### src/common/host_port_map.svh
// constants of the host bus command port: strap codes, commands, glyph mapping
// ----------------------------------------------------------------------------
// Notes on behaviour
// - separate strobes: read with select high, data write select low, command high
// - enable style: enable high, direction high reads, low writes data or command
// - data strobe low: direction high reads, low writes data or command by select
// - static straps choose which of three bus styles the two strobe pins follow
// - with font ROM, codes 80h-9Fh and E0h-FFh fetch from glyph RAM
// - without font ROM every code uses glyph RAM; host sets base to zero
// - command 5Ch takes low then high byte as glyph RAM base
// - command 4Ch selects rightward cursor advance after each memory write
// - command 46h takes low then high byte as the 16-bit cursor
// - fetch address is base plus shifted character code plus glyph row
// - short glyphs shift code by three with 3-bit row; tall by four
// ----------------------------------------------------------------------------
`ifndef HOST_PORT_MAP_SVH
`define HOST_PORT_MAP_SVH

// ----------------------------------------------------------------------------
// strap codes for the bus style
// ----------------------------------------------------------------------------
`define STRAP_SEPARATE    3'h0
`define STRAP_ENABLE      3'h1
`define STRAP_DATA_STROBE 3'h2
`define STRAP_SETTLE      2'h2

// ----------------------------------------------------------------------------
// command codes
// ----------------------------------------------------------------------------
`define CMD_GLYPH_BASE    8'h5c
`define CMD_CURSOR_DIR    8'h4c
`define CMD_CURSOR_WRITE  8'h46
`define CMD_MEMORY_WRITE  8'h42

// ----------------------------------------------------------------------------
// glyph code ranges and shifts
// ----------------------------------------------------------------------------
`define GLYPH_ONE_FIRST   8'h80
`define GLYPH_ONE_LAST    8'h9f
`define GLYPH_TWO_FIRST   8'he0
`define GLYPH_TWO_LAST    8'hff
`define GLYPH_SHIFT_SHORT 3
`define GLYPH_SHIFT_TALL  4
`define CURSOR_RESET      16'h0000
`define BASE_RESET        16'h0000

`endif

### src/common/host_port_pkg.sv
// types shared by the host bus command port
package host_port_pkg;

    typedef enum logic [1:0] {
        STYLE_SEPARATE    = 2'h0,
        STYLE_ENABLE      = 2'h1,
        STYLE_DATA_STROBE = 2'h2
    } bus_style_e;

    typedef enum logic [2:0] {
        ST_IDLE    = 3'b000,
        ST_BASE_LO = 3'b001,
        ST_BASE_HI = 3'b011,
        ST_CSR_LO  = 3'b010,
        ST_CSR_HI  = 3'b110,
        ST_MEM_WR  = 3'b111
    } cmd_state_e;

    typedef struct packed {
        logic       isCmd;
        logic [7:0] data;
    } host_word_s;

    typedef struct packed {
        logic [7:0] code;
        logic [3:0] row;
        logic       tall;
        logic       romUsed;
    } glyph_req_s;

endpackage : host_port_pkg

### src/hw/sync_fifo.sv
// flip-flop fifo with valid and ready on both sides
`timescale 1ns/100ps
`default_nettype none
module sync_fifo #(
    parameter int WIDTH = 9,
    parameter int DEPTH = 8
) (
    input  wire logic             clk_sys,
    input  wire logic             rst,
    input  wire logic             inValid,
    output logic                  inReady,
    input  wire logic [WIDTH-1:0] inData,
    output logic                  outValid,
    input  wire logic             outReady,
    output logic      [WIDTH-1:0] outData
);
    localparam int AW = (DEPTH > 1) ? $clog2(DEPTH) : 1;

    logic [WIDTH-1:0] store [DEPTH];
    logic [AW-1:0]    wrPtr;
    logic [AW-1:0]    rdPtr;
    logic [AW:0]      count;

    wire push = inValid && inReady;
    wire pop  = outValid && outReady;

    assign inReady  = (count != (AW+1)'(DEPTH));
    assign outValid = (count != '0);
    assign outData  = store[rdPtr];

    always_ff @(posedge clk_sys or posedge rst) begin
        if (rst) begin
            wrPtr <= '0;
            rdPtr <= '0;
            count <= '0;
        end else begin
            if (push) begin
                wrPtr <= (wrPtr == AW'(DEPTH-1)) ? '0 : wrPtr + 1'b1;
            end
            if (pop) begin
                rdPtr <= (rdPtr == AW'(DEPTH-1)) ? '0 : rdPtr + 1'b1;
            end
            count <= count + (AW+1)'(push) - (AW+1)'(pop);
        end
    end

    // storage has no reset; read only where count says it is filled
    always_ff @(posedge clk_sys) begin
        if (push) begin
            store[wrPtr] <= inData;
        end
    end
endmodule : sync_fifo
`default_nettype wire

### src/hw/glyph_addr_gen.sv
// glyph ram selection and fetch address for one character row
`timescale 1ns/100ps
`default_nettype none
`include "host_port_map.svh"
module glyph_addr_gen (
    input  wire host_port_pkg::glyph_req_s req,
    input  wire logic [15:0]               glyphBase,
    output logic                           fromRam,
    output logic      [15:0]               fetchAddr
);
    import host_port_pkg::*;

    wire inRegionOne = (req.code >= `GLYPH_ONE_FIRST) && (req.code <= `GLYPH_ONE_LAST);
    wire inRegionTwo = (req.code >= `GLYPH_TWO_FIRST) && (req.code <= `GLYPH_TWO_LAST);
    // codes outside the ranges come from the font rom when it is in use
    assign fromRam = !req.romUsed || inRegionOne || inRegionTwo;

    wire [15:0] codeShort = {8'h00, req.code} << `GLYPH_SHIFT_SHORT;
    wire [15:0] codeTall  = {8'h00, req.code} << `GLYPH_SHIFT_TALL;
    wire [15:0] rowShort  = {13'h0000, req.row[2:0]};
    wire [15:0] rowTall   = {12'h000, req.row};
    wire [15:0] codePart  = req.tall ? codeTall : codeShort;
    wire [15:0] rowPart   = req.tall ? rowTall : rowShort;

    assign fetchAddr = glyphBase + codePart + rowPart;
endmodule : glyph_addr_gen
`default_nettype wire

### src/hw/host_bus_command_port.sv
// host-side parallel command port with glyph ram address mapping
`timescale 1ns/100ps
`default_nettype none
`include "host_port_map.svh"
module host_bus_command_port #(
    parameter int FIFO_DEPTH = 8
) (
    input  wire logic                       clk_sys,
    input  wire logic                       rst,
    input  wire logic [2:0]                 busTypeStraps,
    input  wire logic                       hostStrobeA,
    input  wire logic                       hostStrobeB,
    input  wire logic                       cmdDataSelect,
    input  wire logic [7:0]                 hostDataIn,
    output logic      [7:0]                 hostDataOut,
    output logic                            hostDataOe,
    output logic                            hostWait,
    output logic                            memWrEn,
    output logic      [15:0]                memWrAddr,
    output logic      [7:0]                 memWrData,
    input  wire logic                       memWrReady,
    output logic      [15:0]                memRdAddr,
    input  wire logic [7:0]                 memRdData,
    input  wire host_port_pkg::glyph_req_s  glyphReq,
    output logic                            glyphFromRam,
    output logic      [15:0]                glyphFetchAddr,
    output logic      [15:0]                glyphBase,
    output logic                            cursorRight
);
    import host_port_pkg::*;

    // ------------------------------------------------------------------------
    // pin synchronisers
    // ------------------------------------------------------------------------
    localparam int PINS = 14;

    logic [PINS-1:0] pinMeta;
    logic [PINS-1:0] pinSync;

    wire [PINS-1:0] pinRaw = {busTypeStraps, hostStrobeA, hostStrobeB,
                              cmdDataSelect, hostDataIn};

    always_ff @(posedge clk_sys or posedge rst) begin
        if (rst) begin
            pinMeta <= '0;
            pinSync <= '0;
        end else begin
            pinMeta <= pinRaw;
            pinSync <= pinMeta;
        end
    end

    wire [2:0] strapSync = pinSync[13:11];
    wire       strobeA   = pinSync[10];
    wire       strobeB   = pinSync[9];
    wire       selSync   = pinSync[8];
    wire [7:0] dataSync  = pinSync[7:0];

    // ------------------------------------------------------------------------
    // strap capture
    // ------------------------------------------------------------------------
    // straps are static: caught once after the synchroniser has settled
    logic [1:0] strapCount;
    logic       strapDone;
    bus_style_e busStyle;

    wire strapTake = !strapDone && (strapCount == `STRAP_SETTLE);

    wire bus_style_e strapStyle =
        (strapSync == `STRAP_ENABLE)      ? STYLE_ENABLE :
        (strapSync == `STRAP_DATA_STROBE) ? STYLE_DATA_STROBE :
                                            STYLE_SEPARATE;

    always_ff @(posedge clk_sys or posedge rst) begin
        if (rst) begin
            strapCount <= '0;
            strapDone  <= 1'b0;
            busStyle   <= STYLE_SEPARATE;
        end else if (!strapDone) begin
            strapCount <= strapCount + 2'h1;
            if (strapTake) begin
                busStyle  <= strapStyle;
                strapDone <= 1'b1;
            end
        end
    end

    // ------------------------------------------------------------------------
    // access decode
    // ------------------------------------------------------------------------
    // pin A: read strobe, enable or data strobe; pin B: write strobe or direction
    wire sepRead  = selSync && !strobeA && strobeB;
    wire sepWrite = strobeA && !strobeB;
    wire enRead   = strobeA && strobeB;
    wire enWrite  = strobeA && !strobeB;
    wire dsRead   = !strobeA && strobeB;
    wire dsWrite  = !strobeA && !strobeB;

    wire styleSep = (busStyle == STYLE_SEPARATE);
    wire styleEn  = (busStyle == STYLE_ENABLE);
    wire styleDs  = (busStyle == STYLE_DATA_STROBE);

    wire readAct  = strapDone && ((styleSep && sepRead) || (styleEn && enRead)
                                  || (styleDs && dsRead));
    wire writeAct = strapDone && ((styleSep && sepWrite) || (styleEn && enWrite)
                                  || (styleDs && dsWrite));

    logic writeActPrev;
    wire  writeStart = writeAct && !writeActPrev;

    // select high marks a command, low a data or parameter byte
    wire host_word_s pushWord = '{isCmd: selSync, data: dataSync};

    always_ff @(posedge clk_sys or posedge rst) begin
        if (rst) begin
            writeActPrev <= 1'b0;
        end else begin
            writeActPrev <= writeAct;
        end
    end

    // ------------------------------------------------------------------------
    // write buffer
    // ------------------------------------------------------------------------
    logic       fifoInReady;
    logic       fifoOutValid;
    host_word_s fifoOut;

    // a stalled memory write holds the fifo; the host sees wait raised once the fifo is full
    wire fifoOutReady = !memWrEn || memWrReady;
    wire pop          = fifoOutValid && fifoOutReady;

    sync_fifo #(
        .WIDTH ($bits(host_word_s)),
        .DEPTH (FIFO_DEPTH)
    ) writeBuffer (
        .clk_sys  (clk_sys),
        .rst      (rst),
        .inValid  (writeStart),
        .inReady  (fifoInReady),
        .inData   (pushWord),
        .outValid (fifoOutValid),
        .outReady (fifoOutReady),
        .outData  (fifoOut)
    );

    // ------------------------------------------------------------------------
    // command interpreter
    // ------------------------------------------------------------------------
    cmd_state_e  state;
    cmd_state_e  next_state;
    logic [15:0] cursor;
    logic [15:0] next_cursor;
    logic [15:0] next_glyphBase;
    logic        next_cursorRight;
    logic        next_memWrEn;
    logic [15:0] next_memWrAddr;
    logic [7:0]  next_memWrData;

    wire popCmd  = pop && fifoOut.isCmd;
    wire popData = pop && !fifoOut.isCmd;

    always_comb begin
        next_state       = state;
        next_cursor      = cursor;
        next_glyphBase   = glyphBase;
        next_cursorRight = cursorRight;
        next_memWrEn     = memWrEn && !memWrReady;
        next_memWrAddr   = memWrAddr;
        next_memWrData   = memWrData;
        if (popCmd) begin
            case (fifoOut.data)
                `CMD_GLYPH_BASE: begin
                    next_state = ST_BASE_LO;
                end
                `CMD_CURSOR_WRITE: begin
                    next_state = ST_CSR_LO;
                end
                `CMD_MEMORY_WRITE: begin
                    next_state = ST_MEM_WR;
                end
                `CMD_CURSOR_DIR: begin
                    next_cursorRight = 1'b1;
                    next_state       = ST_IDLE;
                end
                default: begin
                    // unknown commands end any open parameter sequence
                    next_state = ST_IDLE;
                end
            endcase
        end else if (popData) begin
            case (state)
                ST_BASE_LO: begin
                    next_glyphBase[7:0] = fifoOut.data;
                    next_state          = ST_BASE_HI;
                end
                ST_BASE_HI: begin
                    next_glyphBase[15:8] = fifoOut.data;
                    next_state           = ST_IDLE;
                end
                ST_CSR_LO: begin
                    next_cursor[7:0] = fifoOut.data;
                    next_state       = ST_CSR_HI;
                end
                ST_CSR_HI: begin
                    next_cursor[15:8] = fifoOut.data;
                    next_state        = ST_IDLE;
                end
                ST_MEM_WR: begin
                    next_memWrEn   = 1'b1;
                    next_memWrAddr = cursor;
                    next_memWrData = fifoOut.data;
                    // only rightward advance is implemented here
                    if (cursorRight) begin
                        next_cursor = cursor + 16'h0001;
                    end
                end
                default: begin
                    next_state = ST_IDLE;
                end
            endcase
        end
    end

    always_ff @(posedge clk_sys or posedge rst) begin
        if (rst) begin
            state       <= ST_IDLE;
            cursor      <= `CURSOR_RESET;
            glyphBase   <= `BASE_RESET;
            cursorRight <= 1'b0;
            memWrEn     <= 1'b0;
            memWrAddr   <= `CURSOR_RESET;
            memWrData   <= 8'h00;
        end else begin
            state       <= next_state;
            cursor      <= next_cursor;
            glyphBase   <= next_glyphBase;
            cursorRight <= next_cursorRight;
            memWrEn     <= next_memWrEn;
            memWrAddr   <= next_memWrAddr;
            memWrData   <= next_memWrData;
        end
    end

    // ------------------------------------------------------------------------
    // host read path and wait
    // ------------------------------------------------------------------------
    // read data lags the strobe by the synchroniser plus one cycle
    always_ff @(posedge clk_sys or posedge rst) begin
        if (rst) begin
            hostDataOut <= 8'h00;
            hostDataOe  <= 1'b0;
            hostWait    <= 1'b0;
            memRdAddr   <= `CURSOR_RESET;
        end else begin
            if (readAct) begin
                hostDataOut <= memRdData;
            end
            hostDataOe <= readAct;
            hostWait   <= !fifoInReady;
            memRdAddr  <= next_cursor;
        end
    end

    // ------------------------------------------------------------------------
    // glyph fetch address
    // ------------------------------------------------------------------------
    logic        glyphFromRamComb;
    logic [15:0] glyphAddrComb;

    glyph_addr_gen glyphMap (
        .req       (glyphReq),
        .glyphBase (glyphBase),
        .fromRam   (glyphFromRamComb),
        .fetchAddr (glyphAddrComb)
    );

    // the host keeps one bit per pixel while user glyphs are shown
    always_ff @(posedge clk_sys or posedge rst) begin
        if (rst) begin
            glyphFromRam   <= 1'b0;
            glyphFetchAddr <= 16'h0000;
        end else begin
            glyphFromRam   <= glyphFromRamComb;
            glyphFetchAddr <= glyphAddrComb;
        end
    end

endmodule : host_bus_command_port
`default_nettype wire

### config.mk
export PLATFORM = sky130hd
export DESIGN_NAME = host_bus_command_port
export DESIGN_NICKNAME = d
export VERILOG_FILES = /design/src/common/host_port_pkg.sv /design/src/hw/sync_fifo.sv /design/src/hw/glyph_addr_gen.sv /design/src/hw/host_bus_command_port.sv
export VERILOG_INCLUDE_DIRS = /design/src /design/src/common
export SDC_FILE = /design/constraint.sdc
export NUM_CORES = 1
export LEC_CHECK = 0
export ABC_CLOCK_PERIOD_IN_PS = 4900
export BUFFER_PORTS_ARGS = -buffer_cell sky130_fd_sc_hd__buf_2
export CAP_MARGIN = 15
export CORE_UTILIZATION = 57
export CTS_CLUSTER_DIAMETER = 40
export DETAILED_ROUTE_END_ITERATION = 10
export HOLD_SLACK_MARGIN = 0.03
export PLACE_DENSITY_LB_ADDON = 0.1
export SLEW_MARGIN = 10
export SYNTH_ARGS = -nofsm -noshare
export SYNTH_HDL_FRONTEND = slang
export SYNTH_SLANG_ARGS = --single-unit
export TNS_END_PERCENT = 1
### constraint.sdc
create_clock -name clk_sys -period 4.9 [get_ports clk_sys]
set_input_delay 0.735 -clock clk_sys [delete_from_list [all_inputs] [get_ports clk_sys]]
set_output_delay 0.735 -clock clk_sys [all_outputs]
set_load 0.1 [all_outputs]
### Yosys cells after proc, flatten, opt, wreduce, memory -nomap -nowiden

Memories as Yosys holds them, arrays and structs flattened.
Cells that the tools add are included.

* add/subtract/negate cells: 8
* magnitude comparators: 4
* eq/ne operators: 19
* multiplexer cells: 20
* bitwise logic cells: 2
* reductions and logical operators: 52

Operators with widths (number)
* $eq A8 B7 Y1 const B: 4
* $pmux W8 S2: 2
* $logic_and A1 B1 Y1: 23
* $pmux W3 S3: 2
* $add A16 B1 Y16 const B: 1
* $add A16 B12 Y16: 1
* $add A16 B4 Y16: 1
* $ge A8 B8 Y1 const B: 2
* $le A8 B8 Y1 const B: 2
* $mux W16: 1
* $eq A3 B3 Y1 const B: 4
* $mux W12: 1
* $mux W3: 4
* $eq A3 B2 Y1 const B: 3
* $logic_not A1 Y1: 9
* $reduce_and A3 Y1: 3
* $reduce_and A4 Y1: 2
* $logic_or A1 B1 Y1: 7
* $mux W1: 7
* $add A3 B1 Y3 const B: 2
* $eq A3 B1 Y1 const B: 2
* $reduce_and A2 Y1: 3
* $reduce_bool A2 Y1: 3
* $add A4 B1 Y4: 1
* 11 further kinds: 15

* flip-flop bits (word level): 132
* memory bits (writable): 72
* input port bits: 39
* output and inout bits: 85
* memories kept: 1

Memories
* writeBuffer.store: depth 8, width 9, rd ports 1, clocked after Yosys merged registers in 0, write ports 1, line sync_fifo.sv:19 `logic [WIDTH-1:0] store [DEPTH];`

### Longest topological paths before layout

Gate-level depths: netlist (run 1).

* depth in word-level cells: 10
* mapped depth: 11
* gate-level depth less buffers: 10

### Cells and area by module

From an unflattened synthesis (run 1), not the netlist that was laid out.

* cell total of the unflattened synthesis: 611
* area total of the unflattened synthesis: 8938.6 µm²

By module, submodules not included
* host_bus_command_port: times used 1, cells each 348, area each 4700.8 µm², sequential area each 3052.9 µm²
* sync_fifo: times used 1, cells each 162, area each 3394.5 µm², sequential area each 2412.3 µm²
* glyph_addr_gen: times used 1, cells each 101, area each 843.3 µm², sequential area each 0.0 µm²

### Worst setup path before layout (run 1)

Ideal clock, no wire load.

* path type: input -> register
* start point: input glyphReq[1] in the netlist's numbering
* end point: register glyphFetchAddr[15]
* arrival time: 3.039 ns
* data required time: 4.738 ns
* path slack: 1.700 ns
* stages: 11
* buffers on the path: 1
* cells stage by stage: clkbuf_1 nand2_1 fa_1 inv_1 ha_1 nor2b_1 o2111ai_1 nand4b_1 o21ai_0 o21ai_0 xor2_1

* longest elaborated chain between the ends: 3

Ends and longest elaborated chain
* start, declared: line host_bus_command_port.sv:24 `input wire host_port_pkg::glyph_req_s glyphReq,`
* $mux W12: line glyph_addr_gen.sv:22 `wire [15:0] codePart = req.tall ? codeTall : codeShort;`
* $add A16 B12 Y16: line glyph_addr_gen.sv:25 `assign fetchAddr = glyphBase + codePart + rowPart;`
* $add A16 B4 Y16 (*): line glyph_addr_gen.sv:25
* named net glyphAddrComb[15]: line host_bus_command_port.sv:269 `logic [15:0] glyphAddrComb;`
* end signal, assigned: line host_bus_command_port.sv:285 `glyphFetchAddr <= glyphAddrComb;`
* end, declared: line host_bus_command_port.sv:26 `output logic [15:0] glyphFetchAddr,`

The timed path passes the listed nets; every way through them passes the cells marked *.
A chain may end at the register's enable or synchronous reset.

### Final worst setup path (run 1)

* start point: register busStyle[0]
* end point: memory writeBuffer.store[7][3], enable pin

* longest elaborated chain between the ends: 9

Ends and longest elaborated chain
* start, declared: line host_bus_command_port.sv:65 `bus_style_e busStyle;`
* start signal, assigned: line host_bus_command_port.sv:82 `busStyle <= strapStyle;`
* $eq A2 B1 Y1 / $logic_not A2 Y1 (equally long branches): line host_bus_command_port.sv:100, host_bus_command_port.sv:99
* $logic_and A1 B1 Y1: line host_bus_command_port.sv:105 `wire writeAct = strapDone && ((styleSep && sepWrite) || (styleEn && enWrite)`
* $logic_or A1 B1 Y1: line host_bus_command_port.sv:105
* $logic_or A1 B1 Y1 (*): line host_bus_command_port.sv:106 `|| (styleDs && dsWrite));`
* $logic_and A1 B1 Y1 (*): line host_bus_command_port.sv:105
* $logic_and A1 B1 Y1 (*): line host_bus_command_port.sv:109 `wire writeStart = writeAct && !writeActPrev;`
* $logic_and A1 B1 Y1 (*): line sync_fifo.sv:24 `wire push = inValid && inReady;`
* named net writeBuffer.push: line sync_fifo.sv:24
* $mux W1 (*): line sync_fifo.sv:49 `if (push) begin`
* $mux W1 (implied by the code) (*): line sync_fifo.sv:50 `store[wrPtr] <= inData;`
* end, declared: line sync_fifo.sv:19

Marks and branches as above.

==> results.ini, run 1 <==
[status]
status=finished, violations left
violations=design-rule violations

[finish]
final_net_count=858
area_delta_synth_final_pct=18.5
seqCellArea_mm2=0.00547
antennaDiodeCount=0
final_common_cell=dfrtp_1
multiInputGateArea_mm2=0.00303
nFillCells=998
drive_gt1_frac=0.295
most-common-layout-cells=132 x dfrtp_1, 123 x buf_2, 72 x edfxtp_1, 51 x nand2_1

[flow_run]
drv_cap=0

[yosys]
synth_area_mm2=0.00869
synth-seq-cells=204
synth_top_cell_area_share=0.380
syn-num-nets=726
synth_edf_count=72
seq_area_frac_synth=0.629
yosysUniqueCellTypes=57
synthCells=649
yosys_warnings=0
yosysTopAreaCell=dfrtp_1
syn_avg_cell_area_um2=13.4
yosys-top-cells-area=dfrtp_1 38%, edfxtp_1 25%, ha_1 5.0%, mux4_2 4.7%, mux2_2 4.4%
async_flop_share=0.647
ys.flop_type=dfrtp_1

[timing]
period_needed_ns=3.07
finalHoldViolCount=0
slew_violations=0
fin_tns_setup_ns=0
fmax_mhz=326
fin_crit_sh=0.626
fin_worst_skew_ns=0.0135
whs_ns=0.328
worst_slew_margin_rel=0.287
finalSetupViolCount=0
worst_pin_slew_ns=1.07
grt_setup_unrepaired=false

[critical_path]
cp-end-kind=register
path_cells=nand2b_1 -> mux2i_1 -> nand3b_1 -> nor3_1 -> nand2_1 -> nor2_1
crit_arrival_ns=3.19
path_class=register to register
worst_path_largest_cell_delay_ns=0.88
cp_slowest_cell=nor2_1
rr_worst_depth=6
critPathMaxFanout=9
crit_cells=6
r2r_setup_slack_ns=1.83
start_kind=register
required_ns=5.02
cp_num_buf_inv=0
r2r-end=writeBuffer.store[7][3]
cpLargestDelayFamily=simple AND/OR/NAND/NOR gates
timing.rr.start=busStyle[0]

[placed_design]
gp_congestion=0.847
io_buffer_count=123
hpwl_mm=11.4

[die]
initial_core_util=0.591
die-area_mm2=0.0157
core_mm2=0.0147
die_x_um=125
die_y_um=125
io_pins=124
rows=44

[grt]
grt_pass1_vias=5554
grt_pass1_wl_mm=28.3
antenna_found_initial=0
overflow=0
grt_max_degree=95
grt_use_total=0.229

[route]
detail_route.iter0.violations=439
met2_length_mm=8.70
met3_length_um=827
wl_met1_mm=7.39
wire_per_inst_um=17.5
drc_errors=9
via_per_inst=5.63
drt_pass1_iterations=9
routed_wl_mm=17.3
final_antenna_net_count=0
vias=5544
highest_layer=met4

[clock_tree]
numCtsBuffers=25
cts_tree=built
cts_root_buffer=clkbuf_16
path_clk_slew_ns=0.06
htree_levels=1
cts_hold_buf=0
postCtsResizedCells=0
postCtsSetupBuffers=0
clock_sinks=204
clkLatencyLatePin_ns=0.51
clockBufferDepth=3

[pwr]
vdd_drop_max_v=0.000470
p_leak_uw=0.00469
cellPowerDensity_mw_per_mm2=638

[hold_path]
hold_depth=1
hp-class=input pin to register
hold_start=hostDataIn[6]
min_to=pinMeta[6]

-- cell type report --
class	count	share of cell area
Clock buffer	26	0.0621
Clock inverter	20	0.0164
Inverter	29	0.0111
Multi-Input combinational cell	393	0.294
Sequential cell	204	0.531
Tap cell	184	0.0223
Timing Repair Buffer	128	0.0634
-- metrics by stage --
step           instance area, um^2  worst slack (ns)  total power [uW]  instances   util
6_report                     10300              1.83              6570        984  0.701
2_1_floorplan                 8690             0.639              4290        649      -
3_5_place_dp                  9490              1.57              4860        938  0.646
4_1_cts                      10300              1.77              6610        984  0.701
5_1_grt                      10300              1.56              6880        984  0.701
3_3_place_gp                  9490              1.67              4790        938  0.646
-- synthesized netlist by cell type (6+ instances only) --
cell	count
mux2_2	34
edfxtp_1	72
o21ai_1	6
nand2b_1	9
a31oi_1	6
a21o_1	7
xnor2_1	11
mux4_2	18
o21ai_0	47
ha_1	35
a21oi_1	18
nor2_1	47
inv_1	29
mux2i_1	8
dfrtp_1	132
nand3_1	12
nor3_1	10
clkbuf_1	14
nand2_1	51
-- logic make-up after synthesis --
logic type | synth area share
adders and majority gates | 0.0573
and+or+nand+nor | 0.0864
AOI/OAI and AO/OA | 0.0825
muxes | 0.105
DFF | 0.629
buffers and inverters | 0.0248
xor gates and xnor gates | 0.0151
-- power by group --
group | internal, uW | total [uW] | switching (uW)
logic | 733 | 2560 | 1830
registers | 2010 | 2270 | 258
clock network | 1020 | 1740 | 719
total | 3760 | 6570 | 2800
-- flip-flops by register name, indices dropped and copies added (netlist names), 2 cells and up --
signal             cells
writeBuffer.rdPtr      3
writeBuffer.count      4
hostDataOut            8
pinSync               14
busStyle               2
writeBuffer.wrPtr      3
memRdAddr             16
pinMeta               14
glyphBase             16
state                  3
memWrAddr             16
writeBuffer.store     72
memWrData              8
glyphFetchAddr        16
strapCount             2
-- worst register-to-register path, cell delays in order, from the launching register on --
cell and delay, ns:
dfrtp_1 0.41, nand2b_1 0.16, mux2i_1 0.13, nand3b_1 0.12
nor3_1 0.70, nand2_1 0.29, nor2_1 0.88
-- worst max-delay path by stage --
stage	from	to	slack [ns]
floorplan	rst	busStyle[0]	0.64
global placement	glyphReq[1]	glyphFetchAddr[15]	1.67
detailed placement	glyphReq[1]	glyphFetchAddr[15]	1.57
CTS	busStyle[0]	writeBuffer.store[5][0]	1.77
global route	busStyle[0]	writeBuffer.store[5][7]	1.56
finish	busStyle[0]	writeBuffer.store[7][3]	1.83
-- routing by layer --
layer  GRT usage  vias to the layer above
met5           0                        -
met1       0.305                     2713
met2       0.387                      160
met4      0.0746                        0
li1            -                     2640
met3      0.0364                       31
Power figures use the tool's default switching activity.
==> inputs of run 2 (changes only) <==
--- a/config.mk
+++ b/config.mk
@@ -6,10 +6,10 @@
 export SDC_FILE = /design/constraint.sdc
 export NUM_CORES = 1
 export LEC_CHECK = 0
-export ABC_CLOCK_PERIOD_IN_PS = 4900
+export ABC_CLOCK_PERIOD_IN_PS = 2800
 export BUFFER_PORTS_ARGS = -buffer_cell sky130_fd_sc_hd__buf_2
 export CAP_MARGIN = 15
-export CORE_UTILIZATION = 57
+export CORE_UTILIZATION = 52
 export CTS_CLUSTER_DIAMETER = 40
 export DETAILED_ROUTE_END_ITERATION = 10
 export HOLD_SLACK_MARGIN = 0.03
==> constraint.sdc (replaced) <==
create_clock -name clk_sys -period 2.8 [get_ports clk_sys]
set_input_delay 0.42 -clock clk_sys [delete_from_list [all_inputs] [get_ports clk_sys]]
set_output_delay 0.42 -clock clk_sys [all_outputs]
set_load 0.1 [all_outputs]
==> run 2 against run 1 <==
Effect of this change: total power up 89%; fmax up 18%; critical path type unchanged; the flow now finishes without violations; highest routed layer unchanged; non-clock buffer count up 44; critical path depth up 4; clock skew up 0.0030 ns.
==> results.ini, run 2 (same netlist as run 1, synthesis figures left out) <==
[status]
status=finished, final reports clean

[route]
wire_per_inst_um=16.8  ; -4.3%
vias=5738  ; +3.5%
met3_length_um=998  ; +21%
drt_pass1_iterations=4  ; -5
final_antenna_net_count=0  ; unchanged
drc_errors=0  ; -9
routed_wl_mm=17.9  ; +3.8%
highest_layer=met4
via_per_inst=5.38  ; -4.6%
detail_route.iter0.violations=261  ; -41%
met2_length_mm=8.95  ; +2.9%
wl_met1_mm=7.54  ; +2.0%

[grt]
grt_use_total=0.216  ; -0.0128
grt_pass1_wl_mm=29.7  ; +5.2%
overflow=0  ; unchanged
grt_pass1_vias=5878  ; +5.8%
grt_max_degree=46  ; -52%
antenna_found_initial=0  ; unchanged

[timing]
finalWorstSetupSlack_ns=0.198  ; -1.64 ns
finalSetupViolCount=0  ; unchanged
worst_slew_margin_rel=0.552  ; +0.265
fmax_mhz=384  ; +18%
period_needed_ns=2.60  ; -0.464 ns
finalHoldViolCount=0  ; unchanged
slew_violations=0  ; unchanged
fin_worst_skew_ns=0.0165  ; +0.00299 ns
fin_tns_setup_ns=0  ; unchanged
fin_crit_sh=0.929  ; +0.304
worst_pin_slew_ns=0.670  ; -0.395 ns
grt_setup_unrepaired=false

[finish]
most-common-layout-cells=132 x dfrtp_1, 123 x buf_2, 72 x edfxtp_1, 51 x nand2_1, 47 x nor2_1
antennaDiodeCount=0  ; unchanged
area_delta_synth_final_pct=25.7
nFillCells=1206  ; +21%
final_common_cell=dfrtp_1
final_net_count=906  ; +5.6%
seqCellArea_mm2=0.00547  ; unchanged
top_register=writeBuffer.store
multiInputGateArea_mm2=0.00301  ; -0.66%
drive_gt1_frac=0.313  ; +0.0176
largest_register_ffs=72  ; unchanged

[critical_path]
start_kind=register
path_class=register to register
crit_arrival_ns=2.99  ; -0.20 ns
required_ns=3.18  ; -1.84 ns
cp-end-kind=register
critPathMaxFanout=3  ; -6

[die]
rows=46  ; +4.5%
die-area_mm2=0.0172  ; +9.5%
core_mm2=0.0161  ; +9.6%
die_x_um=131  ; +4.6%
io_pins=124  ; unchanged
initial_core_util=0.539  ; -0.0520
die_y_um=131  ; +4.6%

[placed_design]
pre_cts_ws_ns=-0.0993  ; -1.67 ns
gp_congestion=0.837  ; -1.2%
io_buffer_count=123  ; unchanged
hpwl_mm=12.0  ; +5.1%

[clock_tree]
htree_levels=1  ; unchanged
path_clk_slew_ns=0.05  ; about the same
clock_sinks=204  ; unchanged
cts_tree=built
clkLatencyLatePin_ns=0.53  ; +0.02 ns
numCtsBuffers=29  ; +16%
clockBufferDepth=3  ; unchanged
cts_root_buffer=clkbuf_16

[pwr]
p_leak_uw=0.00500  ; +6.7%
pwr-share-seq=0.312  ; -0.033
vdd_drop_max_v=0.000679  ; +45%
p_int_uw=7400  ; +97%
power.switching_uw=4990  ; +78%
power_uw=12400  ; +89%
p_comb_frac=0.385  ; -0.005
p_clk_frac=0.303  ; +0.038
switching_share=0.403  ; -0.0241
cellPowerDensity_mw_per_mm2=1130  ; +78%

[hold_path]
hp-class=input pin to register

[flow_run]
drv_cap=0  ; unchanged

## run 2: cell count changes in the layout (fill, tap and decap cells not counted), sizes merged
cell / previous run / this run
bufinv: 1 / 5
clkinv: 11 / 9
clkinvlp: 4 / 3
clkbuf: 26 / 34
buf: 128 / 157
dlygate4sd3: 0 / 15
inv: 33 / 31
## run 2: layer usage
metal  vias up  track usage
met5         -            0
met1      2803        0.277
met3        38       0.0370
li1       2734            -
met4         0       0.0833
met2       163        0.368
## run 2: path summary, 6_finish.rpt
| check | startpoint | end | slack (ns) | depth (start not counted) |
|---|---|---|---|---|
| min in group asynchronous | rst | glyphFetchAddr[1] | 0.56 | 3 |
| max in group asynchronous | rst | memWrData[1] | 1.52 | 4 |
| max | glyphBase[3] | glyphFetchAddr[13] | 0.20 | 10 |
| min reg2reg | pinMeta[11] | pinSync[11] | 0.34 | 0 |
| max reg2reg | glyphBase[3] | glyphFetchAddr[13] | 0.20 | 10 |
| min | glyphReq[0] | glyphFromRam | 0.06 | 2 |
## run 2: area by class of cell
type	count	share of cell area
inverters	29	0.0103
multi-input cells	393	0.276
well taps	216	0.0247
clock buffers	34	0.0709
repair buffers	172	0.0958
flip-flops and latches	204	0.500
clock inverters	19	0.0224
## run 2: metrics by stage
stage | cells | utilization | hold WS (ns) | instance area (um^2)
4_1_cts | 1067 | 0.678 | 0.0382 | 10900
3_5_place_dp | 999 | 0.605 | 0.335 | 9750
3_3_place_gp | 999 | 0.605 | 0.331 | 9750
6_report | 1067 | 0.678 | 0.0614 | 10900
5_1_grt | 1067 | 0.678 | 0.0444 | 10900
2_1_floorplan | 649 | - | 0.331 | 8690
## run 2: worst max-delay path, cell delays in order, from the launching register on
cell and delay [ns]:
dfrtp_1 0.35, inv_1 0.07, fa_1 0.54, inv_1 0.04, ha_1 0.29, nor2b_1 0.15
o2111ai_1 0.27, nand4b_1 0.21, o211ai_1 0.29, nand3_1 0.12, o311ai_0 0.14
## run 2: repair_timing
action                                  4_1_cts  5_1_grt
hold buffers                                 15        0
endpoints found under the hold margin        39        0
gates resized for setup                       0        1
setup buffers                                 0        0
endpoints found under the setup margin        0        1
## run 2: power by group through the flow
stage                     Sequential (uW)  Clock (uW)  Combinational, uW
after floorplan                      5560           0               1950
after global placement               3890           0               4670
after detailed placement             3920           0               4770
after CTS                            3860        3830               4810
after global routing                 3920        3960               5110
final                                3860        3760               4770
==> inputs of run 3 (changes only) <==
--- a/config.mk
+++ b/config.mk
@@ -13,7 +13,7 @@
 export CTS_CLUSTER_DIAMETER = 40
 export DETAILED_ROUTE_END_ITERATION = 10
 export HOLD_SLACK_MARGIN = 0.03
-export PLACE_DENSITY_LB_ADDON = 0.1
+export PLACE_DENSITY = 0.76
 export SLEW_MARGIN = 10
 export SYNTH_ARGS = -nofsm -noshare
 export SYNTH_HDL_FRONTEND = slang
==> run 3 against run 2 <==
Effect of this change: cell area decreased by 1.8%; critical path type unchanged; non-clock buffer count decreased by 1; sequential power about the same; hold slack got worse by 0.00076 ns; setup slack improved by 0.083 ns; global-route usage decreased by 0.73 points; highest routed layer unchanged; largest cell class unchanged; clock power decreased by 17%; via count increased by 1.1%; die area unchanged; sequential share of layout area increased by 0.91 points; fmax increased by 3.3%.
==> results.ini, run 3 (same netlist as run 1, synthesis figures left out) <==
[status]
status=finished, final reports clean

[clock_tree]
clock_sinks=204  ; unchanged
htree_levels=1  ; unchanged
numCtsBuffers=26  ; -10%
postCtsSetupBuffers=0  ; unchanged
cts_tree=built
clockBufferDepth=3  ; unchanged
path_clk_slew_ns=0.06  ; about the same
clkLatencyLatePin_ns=0.54  ; about the same
cts_root_buffer=clkbuf_16

[critical_path]
critPathMaxFanout=3  ; unchanged
timing.rr.start=glyphBase[3]
rr_worst_depth=10  ; unchanged
path_class=register to register
crit_top_cell=inv_1
crit_arrival_ns=2.91  ; -0.08 ns
worst_path_largest_cell_delay_ns=0.54  ; about the same
cp-end-kind=register
path_cells=inv_1 -> fa_1 -> inv_1 -> ha_1 -> nor2b_1 -> o2111ai_1 -> nand4b_1 -> o21ai_1 -> o21ai_0 -> xor2_1
cp_slowest_cell=fa_1
r2r_setup_slack_ns=0.28  ; +0.08 ns
required_ns=3.19  ; about the same
start_kind=register
r2r-end=glyphFetchAddr[15]

[finish]
seqCellArea_mm2=0.00547  ; unchanged
final_net_count=902  ; -0.44%
multiInputGateArea_mm2=0.00301  ; unchanged
top_register=writeBuffer.store
final_common_cell=dfrtp_1
area_delta_synth_final_pct=23.5
largest_register_ffs=72  ; unchanged
nFillCells=1185  ; -1.7%
most-common-layout-cells=132 x dfrtp_1, 123 x buf_2, 72 x edfxtp_1, 51 x nand2_1, 47 x nor2_1
antennaDiodeCount=0  ; unchanged
drive_gt1_frac=0.307  ; -0.00606

[flow_run]
drv_cap=0  ; unchanged

[pwr]
power.switching_uw=4980  ; -0.35%
pwr-share-seq=0.330  ; +0.018
p_leak_uw=0.00489  ; -2.2%
vdd_drop_max_v=0.000603  ; -11%
switching_share=0.423  ; +0.0202
cellPowerDensity_mw_per_mm2=1100  ; -3.4%
p_int_uw=6780  ; -8.3%
p_clk_frac=0.265  ; -0.038
p_comb_frac=0.405  ; +0.020

[hold_path]
min_to=glyphFromRam
hold_depth=2  ; unchanged
hp-class=input pin to register
hold_start=glyphReq[0]

[placed_design]
gp_congestion=0.856  ; +2.2%
pre_cts_ws_ns=0.00533  ; +0.105 ns
hpwl_mm=12.1  ; +0.61%
io_buffer_count=123  ; unchanged

[die]
initial_core_util=0.539  ; unchanged
die_x_um=131  ; unchanged
io_pins=124  ; unchanged
core_mm2=0.0161  ; unchanged
rows=46  ; unchanged
die_y_um=131  ; unchanged
die-area_mm2=0.0172  ; unchanged

[grt]
grt_pass1_wl_mm=28.8  ; -3.1%
use_met2=0.360  ; -0.00768
grt_max_degree=84  ; +83%
overflow=0  ; unchanged
grt_use_total=0.209  ; -0.00733
grt_pass1_vias=5885  ; +0.12%
grt_use_met1=0.257  ; -0.0192
antenna_found_initial=0  ; unchanged
met3_usage=0.0390  ; +0.00193
busiest_layer=met2

[timing]
finalWorstSetupSlack_ns=0.281  ; +0.0826 ns
fin_crit_sh=0.900  ; -0.0295
finalHoldViolCount=0  ; unchanged
slew_violations=0  ; unchanged
fmax_mhz=397  ; +3.3%
grt_setup_unrepaired=false
worst_slew_margin_rel=0.569  ; +0.0169
fin_worst_skew_ns=0.0292  ; +0.0127 ns
fin_tns_setup_ns=0  ; unchanged
period_needed_ns=2.52  ; -0.0826 ns
worst_pin_slew_ns=0.645  ; -0.0258 ns
finalSetupViolCount=0  ; unchanged

[route]
final_antenna_net_count=0  ; unchanged
wire_per_inst_um=16.6  ; -1.1%
detail_route.iter0.violations=393  ; +51%
drc_errors=0  ; unchanged
drt_pass1_iterations=5  ; +1
via_per_inst=5.47  ; +1.7%
vias=5800  ; +1.1%
routed_wl_mm=17.6  ; -1.6%

==> run 3: cell count changes in the layout (fill, tap and decap cells not counted), sizes merged <==
cell and change:
buf -1, clkinv -3, clkbuf -4, inv +3, clkinvlp +3, bufinv -4
==> run 3: stage by stage <==
step / power, uW / hold slack (ns) / std cells / area (um^2) / util
2_1_floorplan: 7510 / 0.331 / 649 / 8690 / -
3_3_place_gp: 8510 / 0.332 / 998 / 9750 / 0.605
3_5_place_dp: 8670 / 0.335 / 998 / 9750 / 0.605
4_1_cts: 11900 / 0.0436 / 1061 / 10700 / 0.666
5_1_grt: 12300 / 0.0433 / 1061 / 10700 / 0.666
6_report: 11800 / 0.0606 / 1061 / 10700 / 0.666
==> run 3: layout make-up <==
| cell class | instances | share of cell area |
|---|---|---|
| inverter | 29 | 0.0105 |
| clock inverter | 18 | 0.0155 |
| tap | 216 | 0.0252 |
| sequential | 204 | 0.509 |
| clock buffer | 30 | 0.0620 |
| timing repair buffer | 171 | 0.0968 |
| multi-input combinational | 393 | 0.281 |
==> run 3: power by group through the flow <==
stage / clock [uW] / combinational (uW) / sequential (uW)
after detailed placement: 0 / 4740 / 3920
final: 3120 / 4760 / 3880
after global routing: 3330 / 5060 / 3930
after floorplan: 0 / 1950 / 5560
after CTS: 3200 / 4780 / 3880
after global placement: 0 / 4620 / 3890
==> run 3: routing by layer <==
layer / vias to the layer above / wire, um / share of wire
met2: 215 / 8840 / 0.50
li1: 2721 / - / -
met1: 2823 / 7190 / 0.41
met4: 0 / 492 / 0.028
met5: - / 0 / 0
met3: 41 / 1090 / 0.062
==> run 3: worst max-delay path, delay by kind of cell, from the launching register on <==
kind | cells | cell delay, ns
AOI/OAI and AO/OA | 3 | 0.56
adders and majority gates | 2 | 0.83
and+or+nand+nor | 2 | 0.35
DFF | 1 | 0.38
xor gates and xnor gates | 1 | 0.15
buffers and inverters | 2 | 0.12
==> run 3: worst max-delay path by stage <==
stage                             from                  to  slack [ns]
after floorplan           glyphBase[3]  glyphFetchAddr[15]       -0.38
after global placement     glyphReq[1]  glyphFetchAddr[15]        0.03
after detailed placement   glyphReq[1]  glyphFetchAddr[15]       0.005
after CTS                 glyphBase[3]  glyphFetchAddr[15]        0.22
after global routing      glyphBase[3]  glyphFetchAddr[15]        0.09
final                     glyphBase[3]  glyphFetchAddr[15]        0.28
==> run 3: what timing repair did <==
item | 4_1_cts | 5_1_grt
endpoints found under the setup margin | 0 | 1
hold buffers | 15 | 0
endpoints found under the hold margin | 63 | 0
gates resized for setup | 0 | 1
